--- src/design/ebs_defs.svh ---
// Purpose: offsets, fields, resets and timing of the bank select block
// Assumes: 32-bit APB, byte addresses
// Notes:   definitions only
`ifndef EBS_DEFS_SVH
`define EBS_DEFS_SVH
`define A_CTRL     8'h00
`define A_WAITS    8'h04
`define A_COMMON   8'h08
`define A_BPADDR   8'h0c
`define A_STATUS   8'h10
`define C_BANK     0
`define C_TFETCH   1
`define C_SER      2
`define C_HOLD     3
`define C_RSTEN    4
`define C_BPEN     5
`define CTRL_W     6
`define CTRL_RST   6'h14
`define S_BPHIT    0
`define S_RUN      1
`define S_BW       2
`define S_PEND     3
`define HALT_WS    4'h8
`define WS_RST     4'h0
`define COMMON_RST 16'h0000
`define BP_RST     17'h10000
`define CODE_BIT   16
`define FETCH_DLY_NS 10
`define CLK_NS     100
`define FETCH_DLY_CYC ((`FETCH_DLY_NS + `CLK_NS - 1) / `CLK_NS)
`endif

--- src/design/ebs_pkg.sv ---
// Purpose: types of the bank select block
// Assumes: nothing
// Notes:   one-hot access states
package ebs_pkg;
   typedef enum logic [3:0] {
      ST_IDLE = 4'h1,
      ST_WAIT = 4'h2,
      ST_LO   = 4'h4,
      ST_HI   = 4'h8
   } acc_state_t;
endpackage

--- src/design/emulation_bank_select.sv ---
// Purpose: pod glue for code/data banks, fetch gating and target paths
// Assumes: all inputs synchronous to pclk
// Notes:   configuration is written over APB
`timescale 1ns/100ps
`include "ebs_defs.svh"
module emulation_bank_select
   import ebs_pkg::*;
(
   // Clock and reset
   input  wire logic        pclk,
   input  wire logic        presetn,
   // APB slave
   input  wire logic [7:0]  paddr,
   input  wire logic        psel,
   input  wire logic        penable,
   input  wire logic        pwrite,
   input  wire logic [31:0] pwdata,
   output logic      [31:0] prdata,
   output logic             pready,
   output logic             pslverr,
   // Bondout controller side
   input  wire logic        run_active,
   input  wire logic [15:0] cpu_addr,
   input  wire logic        cpu_fetch,
   input  wire logic        cpu_req,
   input  wire logic        cpu_write,
   input  wire logic        cpu_word,
   input  wire logic [15:0] cpu_wdata,
   output logic             cpu_done,
   output logic             cpu_hold_req,
   output logic             cpu_rst_n,
   output logic             cpu_rxd,
   // Target side
   input  wire logic        tgt_hold_req,
   input  wire logic        tgt_rst_n,
   input  wire logic        bus_width_strap,
   input  wire logic        tgt_rxd,
   input  wire logic        conv_rxd,
   output logic             shared_port_pin,
   output logic             target_fetch,
   output logic             tgt_wr,
   output logic             tgt_byte,
   output logic [15:0]      tgt_waddr,
   output logic [15:0]      tgt_wdata,
   // Emulation RAM, map and trace
   output logic             gated_fetch,
   output logic             extended_addr_bit16,
   output logic [16:0]      map_addr,
   output logic             trace_valid,
   output logic [16:0]      trace_addr,
   output logic [15:0]      trace_data,
   output logic             bp_hit
);
   // ------------------------------------------------
   // Register file
   // ------------------------------------------------
   logic [`CTRL_W-1:0] ctrl_r, ctrl_nxt;
   logic [`CTRL_W-1:0] act_r, act_nxt;
   logic [3:0]  ws_r, ws_nxt;
   logic [15:0] common_r, common_nxt;
   logic [16:0] bp_r, bp_nxt;
   logic        sticky_r, sticky_nxt;
   logic [31:0] rd_nxt;
   logic        rdy_nxt, err_nxt, wr_en;
   logic        bp_evt;
   logic        hit_map;

   always_comb begin
      hit_map = 1'b1;
      rd_nxt  = 32'h0;
      unique case (paddr)
         `A_CTRL:   rd_nxt[`CTRL_W-1:0] = ctrl_r;
         `A_WAITS:  rd_nxt[3:0] = ws_r;
         `A_COMMON: rd_nxt[15:0] = common_r;
         `A_BPADDR: rd_nxt[16:0] = bp_r;
         `A_STATUS: begin
            rd_nxt[`S_BPHIT] = sticky_r;
            rd_nxt[`S_RUN]   = run_active;
            rd_nxt[`S_BW]    = bus_width_strap;
            rd_nxt[`S_PEND]  = ctrl_r != act_r;
         end
         default: hit_map = 1'b0;
      endcase
      // Answer in the first access cycle, with no wait cycle, from the setup phase so every output is a flop
      rdy_nxt = psel & ~penable;
      err_nxt = psel & ~penable & ~hit_map;
      wr_en   = psel & penable & pready & pwrite & ~pslverr;
      ctrl_nxt   = ctrl_r;
      ws_nxt     = ws_r;
      common_nxt = common_r;
      bp_nxt     = bp_r;
      sticky_nxt = sticky_r;
      if (wr_en) begin
         unique case (paddr)
            `A_CTRL:   ctrl_nxt = pwdata[`CTRL_W-1:0];
            `A_WAITS:  ws_nxt = pwdata[3:0];
            `A_COMMON: common_nxt = pwdata[15:0];
            `A_BPADDR: bp_nxt = pwdata[16:0];
            `A_STATUS: if (pwdata[`S_BPHIT]) sticky_nxt = 1'b0;
            default: ;
         endcase
      end
      // A new hit wins over a clear in the same cycle
      if (bp_evt) sticky_nxt = 1'b1;
      // Selections reach the datapath only while halted
      act_nxt = run_active ? act_r : ctrl_r;
   end

   always_ff @(posedge pclk or negedge presetn) begin
      if (!presetn) begin
         ctrl_r   <= `CTRL_RST;
         act_r    <= `CTRL_RST;
         ws_r     <= `WS_RST;
         common_r <= `COMMON_RST;
         bp_r     <= `BP_RST;
         sticky_r <= 1'b0;
         prdata   <= 32'h0;
         pready   <= 1'b0;
         pslverr  <= 1'b0;
      end else begin
         ctrl_r   <= ctrl_nxt;
         act_r    <= act_nxt;
         ws_r     <= ws_nxt;
         common_r <= common_nxt;
         bp_r     <= bp_nxt;
         sticky_r <= sticky_nxt;
         prdata   <= rd_nxt;
         pready   <= rdy_nxt;
         pslverr  <= err_nxt;
      end
   end

   // ------------------------------------------------
   // Fetch gating and pass-through paths
   // ------------------------------------------------
   logic gf_nxt, a16_nxt, tf_nxt, hold_nxt;
   logic rst_nxt, rxd_nxt, pin_nxt;
   logic [16:0] map_nxt;

   always_comb begin
      // One flop stage stands for the short gate delay
      gf_nxt  = cpu_fetch | (cpu_addr < common_r);
      a16_nxt = act_r[`C_BANK] & gf_nxt;
      tf_nxt  = act_r[`C_TFETCH] ? gf_nxt : cpu_fetch;
      map_nxt = {gf_nxt, cpu_addr};
      hold_nxt = act_r[`C_HOLD] & run_active & tgt_hold_req;
      pin_nxt  = ~act_r[`C_HOLD] & tgt_hold_req;
      rst_nxt  = ~(act_r[`C_RSTEN] & ~tgt_rst_n);
      rxd_nxt  = act_r[`C_SER] ? conv_rxd : tgt_rxd;
   end

   always_ff @(posedge pclk or negedge presetn) begin
      if (!presetn) begin
         gated_fetch         <= 1'b0;
         extended_addr_bit16 <= 1'b0;
         target_fetch        <= 1'b0;
         map_addr            <= 17'h0;
         cpu_hold_req        <= 1'b0;
         shared_port_pin     <= 1'b0;
         cpu_rst_n           <= 1'b1;
         cpu_rxd             <= 1'b1;
      end else begin
         gated_fetch         <= gf_nxt;
         extended_addr_bit16 <= a16_nxt;
         target_fetch        <= tf_nxt;
         map_addr            <= map_nxt;
         cpu_hold_req        <= hold_nxt;
         shared_port_pin     <= pin_nxt;
         cpu_rst_n           <= rst_nxt;
         cpu_rxd             <= rxd_nxt;
      end
   end

   // ------------------------------------------------
   // Access sequencer
   // ------------------------------------------------
   acc_state_t  st_r, st_nxt;
   logic [3:0]  cnt_r, cnt_nxt;
   logic [15:0] ad_r, ad_nxt, dt_r, dt_nxt;
   logic        wr_r, wr_nxt, sp_r, sp_nxt, cf_r, cf_nxt;
   logic        take, first;
   logic [3:0]  wsel;
   logic        done_nxt, twr_nxt, tby_nxt, tv_nxt;
   logic [15:0] twa_nxt, twd_nxt;

   always_comb begin
      take  = (st_r == ST_IDLE) & cpu_req & ~cpu_done;
      wsel  = run_active ? ws_r : `HALT_WS;
      st_nxt = st_r;
      cnt_nxt = cnt_r;
      ad_nxt = ad_r;
      dt_nxt = dt_r;
      wr_nxt = wr_r;
      sp_nxt = sp_r;
      cf_nxt = cf_r;
      unique case (st_r)
         ST_IDLE: if (take) begin
            ad_nxt = cpu_addr;
            dt_nxt = cpu_wdata;
            wr_nxt = cpu_write;
            cf_nxt = cpu_fetch;
            sp_nxt = cpu_write & cpu_word & ~bus_width_strap;
            cnt_nxt = wsel;
            st_nxt = (wsel == 4'h0) ? ST_LO : ST_WAIT;
         end
         ST_WAIT: begin
            cnt_nxt = cnt_r - 4'h1;
            if (cnt_r == 4'h1) st_nxt = ST_LO;
         end
         ST_LO: st_nxt = sp_r ? ST_HI : ST_IDLE;
         ST_HI: st_nxt = ST_IDLE;
      endcase
      first = (st_nxt == ST_LO);
      done_nxt = (st_r != ST_IDLE) & (st_nxt == ST_IDLE);
      twr_nxt = wr_nxt & (first | (st_nxt == ST_HI));
      tby_nxt = sp_nxt & twr_nxt;
      twa_nxt = (st_nxt == ST_HI) ? ad_r + 16'h1 : ad_nxt;
      twd_nxt = dt_nxt;
      if (sp_nxt) twd_nxt = (st_nxt == ST_HI) ?
         {8'h00, dt_r[15:8]} : {8'h00, dt_nxt[7:0]};
      tv_nxt = first;
      // Data accesses never match, even at a code address
      bp_evt = take & cpu_fetch & act_r[`C_BPEN] &
               ({1'b1, cpu_addr} == bp_r);
   end

   always_ff @(posedge pclk or negedge presetn) begin
      if (!presetn) begin
         st_r  <= ST_IDLE;
         cnt_r <= 4'h0;
         ad_r  <= 16'h0;
         dt_r  <= 16'h0;
         wr_r  <= 1'b0;
         sp_r  <= 1'b0;
         cf_r  <= 1'b0;
         cpu_done    <= 1'b0;
         tgt_wr      <= 1'b0;
         tgt_byte    <= 1'b0;
         tgt_waddr   <= 16'h0;
         tgt_wdata   <= 16'h0;
         trace_valid <= 1'b0;
         trace_addr  <= 17'h0;
         trace_data  <= 16'h0;
         bp_hit      <= 1'b0;
      end else begin
         st_r  <= st_nxt;
         cnt_r <= cnt_nxt;
         ad_r  <= ad_nxt;
         dt_r  <= dt_nxt;
         wr_r  <= wr_nxt;
         sp_r  <= sp_nxt;
         cf_r  <= cf_nxt;
         cpu_done    <= done_nxt;
         tgt_wr      <= twr_nxt;
         tgt_byte    <= tby_nxt;
         tgt_waddr   <= twa_nxt;
         tgt_wdata   <= twd_nxt;
         trace_valid <= tv_nxt;
         trace_addr  <= {cf_nxt, ad_nxt};
         trace_data  <= dt_nxt;
         bp_hit      <= bp_evt;
      end
   end
endmodule

--- config.mk ---
export PLATFORM = sky130hd
export DESIGN_NAME = emulation_bank_select
export DESIGN_NICKNAME = d
export VERILOG_FILES = /design/src/design/ebs_pkg.sv /design/src/design/emulation_bank_select.sv
export VERILOG_INCLUDE_DIRS = /design/src /design/src/design
export SDC_FILE = /design/constraint.sdc
export NUM_CORES = 1
export LEC_CHECK = 0
export BUFFER_PORTS_ARGS = -buffer_cell sky130_fd_sc_hd__buf_4
export CAP_MARGIN = 40
export CORE_MARGIN = 5
export CORE_UTILIZATION = 25
export CTS_CLUSTER_DIAMETER = 150
export CTS_CLUSTER_SIZE = 28
export DETAILED_ROUTE_END_ITERATION = 7
export PLACE_DENSITY_LB_ADDON = 0.1
export REMOVE_ABC_BUFFERS = 1
export SLEW_MARGIN = 30
export SYNTH_ARGS = -nofsm -noshare
export SYNTH_HDL_FRONTEND = slang
export SYNTH_SLANG_ARGS = --single-unit
--- constraint.sdc ---
create_clock -name pclk -period 2.8 [get_ports pclk]
set_clock_uncertainty 0.2 [all_clocks]
set_input_delay 0.42 -clock pclk [delete_from_list [all_inputs] [get_ports pclk]]
set_output_delay 0.42 -clock pclk [all_outputs]
set_load 0.02 [all_outputs]
* After elaboration in Yosys (flattened, before gate mapping) *
Index checks and enable logic that the tools add are counted.

word-level totals
  register bits = 190
  output and inout bits = 128
  word-level logic and storage cells = 127

cells by class
  add/sub/neg operators = 2
  magnitude comparators = 1
  equality and inequality tests = 16
  mux-type cells = 32
  bitwise operators = 31
  reduce and logical (&&, ||, !) cells = 13

operators with widths
  kind                                           number
  two-way mux 16 bit                             6
  bitwise AND 1 bit                              21
  two-way mux 4 bit                              5
  case mux 10 bit (2 select lines)               1
  case mux 4 bit (5 select lines)                1
  == test 17 bit                                 1
  adder 16 x 1 -> 16 bit, second input constant  1
  == test 8 x 4 -> 1 bit, second input constant  2
  less-than comparator 16 bit                    1
  case mux 4 bit (4 select lines)                1
  two-way mux 1 bit                              14
  == test 4 x 1 -> 1 bit, second input constant  3
  AND reduction 2 bit                            5
  == test 4 x 3 -> 1 bit, second input constant  2
  == test 4 bit, second input constant           2
  == test 8 x 3 -> 1 bit, second input constant  1
  == test 8 x 5 -> 1 bit, second input constant  1
  logical NOT 8 bit                              1
  two-way mux 8 bit                              1
  inverter 1 bit                                 8
  case mux 4 bit (2 select lines)                1
  nonzero test 2 bit                             4
  != test 6 bit                                  1
  case mux 2 bit (3 select lines)                1
  9 further kinds                                10

* Depth between registers and ports, before layout *
  depth in word-level cells = 9
  depth in mapped cells = 8
  gate-level depth less buffers = 7

* Worst setup path after synthesis *
Ideal clock, no wire load.

  path type = input to register
  from = in paddr[1]
  to = reg common_r[0]
  arrival time = 1.830 ns
  slack = 0.645 ns
  stages on the path = 6
  path buffers = 1
  cell sequence = nor3_2 and3_4 nand2_4 nor4_4 buf_6 mux2_2

on the way
  cells in the longest elaborated chain, start to end = 2

ends and longest elaborated chain
  item                           RTL line                      RTL
  start, declared                emulation_bank_select.sv:13   input wire logic [7:0] paddr,
  == test 8 x 4 -> 1 bit         emulation_bank_select.sv:94   unique case (paddr)
  AND reduction 2 bit (no line)  n/a
  end signal, assigned           emulation_bank_select.sv:114  common_r <= `COMMON_RST;
  end signal, assigned           emulation_bank_select.sv:124  common_r <= common_nxt;
  end, declared                  emulation_bank_select.sv:60   logic [15:0] common_r, common_nxt;

Every way passes these cells.
A chain may end at the register's enable or synchronous reset.

* Worst setup path after layout *
  from = reg st_r[0]
  to = reg tgt_wr

on the way
  cells in the longest elaborated chain, start to end = 8
  elaborated cells on any way between the ends = 15
  those cells by class = eq/ne: 6; mux: 5; bitwise: 4

ends and longest elaborated chain
  item                                                            RTL line                                                    RTL
  start, declared                                                 emulation_bank_select.sv:177                                acc_state_t st_r, st_nxt;
  start signal, assigned                                          emulation_bank_select.sv:246                                st_r <= st_nxt;
  == test 4 x 1 -> 1 bit                                          emulation_bank_select.sv:187, emulation_bank_select.sv:196
  bitwise AND 1 bit (2 in a row)                                  emulation_bank_select.sv:187                                take = (st_r == ST_IDLE) & cpu_req & ~cpu_done;
  two-way mux 4 bit                                               emulation_bank_select.sv:197                                ST_IDLE: if (take) begin
  case mux 4 bit (4 select lines)                                 emulation_bank_select.sv:196                                unique case (st_r)
  == test 4 x 3 -> 1 bit / == test 4 bit (equally long branches)  emulation_bank_select.sv:213, emulation_bank_select.sv:215
  OR 1 bit                                                        emulation_bank_select.sv:215                                twr_nxt = wr_nxt & (first | (st_nxt == ST_HI));
  bitwise AND 1 bit *                                             emulation_bank_select.sv:215
  named net twr_nxt                                               emulation_bank_select.sv:183                                logic done_nxt, twr_nxt, tby_nxt, tv_nxt;
  end signal, assigned                                            emulation_bank_select.sv:254                                tgt_wr <= twr_nxt;
  end, declared                                                   emulation_bank_select.sv:41                                 output logic tgt_wr,

The timed path passes the listed nets; every way through them passes the cells marked *.

==> flow_metrics.tcl <==
set metrics [dict create \
    status "finished, final reports clean" \
    cts_root_buf "clkbuf_16" \
    finalHoldViolCount 0 \
    cp_max_fo 19 \
    fp-row-count 63 \
    yosysSeqAreaShare 0.5718 \
    multi_input_area_sq_mm 0.002970 \
    port_buffers 184 \
    synth_common_cells "dfrtp_1, mux2_2, nand2_1" \
    coreArea_sq_mm 0.02972 \
    ant_nets 0 \
    grt_max_degree 59 \
    worstPathRequired_ns 2.95 \
    totalWireLength_um 22110 \
    swShare 0.3544 \
    finalSetupViolCount 0 \
    async_flop_share 1.000 \
    place_ws_ns 0.3988 \
    vias_per_cell 4.256 \
    r2r_slack_ns 0.45 \
    n_antenna_cell 0 \
    nFillCells 2959 \
    power_frac_seq 0.381 \
    clk_path_buf_depth 2 \
    syn_area_per_cell_sq_um 12.41 \
    min_path_type "input pin to register" \
    fmax_mhz 425.9 \
    antenna_found_initial 0 \
    drc 0 \
    maxCapViolCount 0 \
    cts_tree "built" \
    period_share 0.8385 \
    first_global_vias 5862 \
    firstDrtPassIters 4 \
    die_h_um 183.7 \
    report.final.slew_viol_count 0 \
    via_count 5295 \
    critPathCaptureType "register" \
    synth_edf_count 0 \
    irDropWorstVdd_uv 451.2 \
    yosysUniqueCellTypes 59 \
    gp_congestion 0.7598 \
    syn-instance-count 608 \
    worstSetupStartpointType "register" \
    place_hpwl_um 16210 \
    relSlewSlack 0.5778 \
    synth_area_leader_cell "dfrtp_1" \
    h-tree-depth 4 \
    synth-main-ff-cell "dfrtp_1" \
    final_nets 946 \
    critPathArrivalTime_ns 2.50 \
    pwr-share-clk 0.284 \
    synth_top_area_frac 0.5439 \
    min_period_ns 2.348 \
    syn_to_final_growth_pct 37.96 \
    grt_usage 0.1320 \
    fin_ws_ns 0.4521 \
    ys_ff_latch 172 \
    worstSetupPathType "register to register" \
    initial_utilization 0.2539 \
    power_density_mw_per_mm2 878.0 \
    p_switching_mw 3.239 \
    num_io_pins 215 \
    die_area_sq_mm 0.03375 \
    tightest_slew_ns 0.6316 \
    worstReg2RegStart "st_r[0]$_DFF_PN1_" \
    grt_first_pass_wirelength_um 34530 \
    grt_overflow 0 \
    min-delay-start "tgt_rxd" \
    synth_most_common_cell "dfrtp_1" \
    wl_per_cell_um 17.78 \
    drive_above_1_share 0.4016 \
    netlist_area_sq_mm 0.007545 \
    synth_warnings 0 \
    chipWidth_um 183.7 \
    insertion_delay_ns 0.43 \
    numCtsBuffers 17 \
    power.total_mw 9.139 \
    layout.area.seq_sq_mm 0.004314 \
    pwr-share-comb 0.335 \
    p_leak_nw 4.972 \
    fin_setup_tns_ns 0 \
    dr.first_iter.drc_count 225 \
    intPower_mw 5.900 \
    critPathLaunch "st_r[0]$_DFF_PN1_" \
    clkTransAtPathRegs_ns 0.07 \
    cts_sinks 172 \
    grt_setup_unrepaired "no" \
    synth_area_leaders "dfrtp_1, mux2_2, nand2_1" \
]
==> cell families after synthesis <==
| logic type | synth area share |
|---|---|
| buffers and inverters | 0.04146 |
| xor gates and xnor gates | 0.04179 |
| other | 0.0004970 |
| muxes | 0.1577 |
| and+or+nand+nor | 0.1073 |
| DFF | 0.5718 |
| AOI/OAI and AO/OA | 0.04959 |
| adders and majority gates | 0.02985 |
==> worst paths after layout <==
kind / endpoint / depth (start not counted)
setup reg to reg: tgt_wr$_DFF_PN0_ / 5
hold reg to reg: cpu_rst_n$_DFF_PN1_ / 1
setup / recovery: tgt_wr$_DFF_PN0_ / 5
max in group asynchronous: st_r[0]$_DFF_PN1_ / 3
hold / removal: cpu_rxd$_DFF_PN1_ / 2
min in group asynchronous: tgt_waddr[11]$_DFF_PN0_ / 2
==> cell type report <==
class | instances | share of cell area
Clock buffer | 17 | 0.04087
Clock inverter | 15 | 0.02140
Multi-Input combinational cell | 392 | 0.2854
Tap cell | 390 | 0.04688
Inverter | 24 | 0.008655
Sequential cell | 172 | 0.4145
Timing Repair Buffer | 234 | 0.1824
==> power by group through the flow <==
stage          Sequential (mW)  Combinational (mW)  Clock, mW
4_1_cts                   3.49                3.13       2.70
3_5_place_dp              3.52                3.08          0
3_3_place_gp              3.51                3.05          0
2_1_floorplan             4.05                1.09          0
6_report                  3.48                3.06       2.60
5_1_grt                   3.57                3.34       2.80
==> cell usage in the layout, fill, tap and decap left out, types with 2 or more instances in the layout <==
cell	netlist	layout
nand3_1	14	14
nor2b_1	12	12
bufinv_16	0	3
a31oi_1	2	2
inv_1	24	24
nand2b_1	2	2
a41oi_1	2	2
clkbuf_16	0	17
nor4_1	2	2
dfstp_2	8	8
conb_1	1	15
buf_4	19	194
dfrtp_1	164	164
ha_1	18	18
clkinv_8	0	2
xnor2_1	25	25
xor2_1	11	11
nor3_1	7	7
o21ai_0	4	4
nor3b_1	2	2
nor2_1	35	35
a32o_1	2	2
a21oi_1	14	14
clkinv_4	0	2
a21o_1	6	6
a221oi_1	2	2
nand4_1	8	8
and3_1	4	4
nand2_1	66	66
mux2i_1	12	12
inv_8	0	5
a22oi_1	3	3
nor3_2	2	2
dlygate4sd3_1	0	35
buf_12	0	4
a221o_1	3	3
inv_6	0	3
mux2_2	93	93
==> state kept, by name (all words and copies together) (netlist names), 4 cells and up <==
name	flops
tgt_wdata	16
st_r	4
prdata	17
bp_r	17
ctrl_r	6
ws_r	4
common_r	16
map_addr	16
ad_r	15
tgt_waddr	16
dt_r	16
cnt_r	4
act_r	6
==> metrics by stage <==
step           std cells  hold slack [ns]  utilization  cell area [sq um]
6_report            1244          0.02305       0.3503              10410
5_1_grt             1244          0.01161       0.3503              10410
4_1_cts             1244         0.001933       0.3503              10410
3_5_place_dp        1177           0.2506       0.3167               9410
3_3_place_gp        1177           0.2453       0.3167               9410
2_1_floorplan        588         -0.07559            -               7375
==> metal layers <==
layer  vias to the layer above  routed length, um  GRT usage
met5                         -                  0          0
met4                         0                272    0.03224
met3                        14               1255    0.03740
met2                       120              11120     0.2300
met1                      2623               9468     0.1622
li1                       2538                  -          -
==> critical path, cell delays in order (launching register included) <==
cell,delay [ns]
dfstp_2,0.60
and4bb_1,0.29
nand2_2,0.37
a221oi_1,0.40
o211ai_1,0.22
a21boi_1,0.20
==> timing repair <==
action                    4_1_cts  5_1_grt
setup buffers                   0        0
resized for setup               0        0
hold endpoints to repair       84        0
hold buffers                   35        0
(Power assumes the default switching activity.)
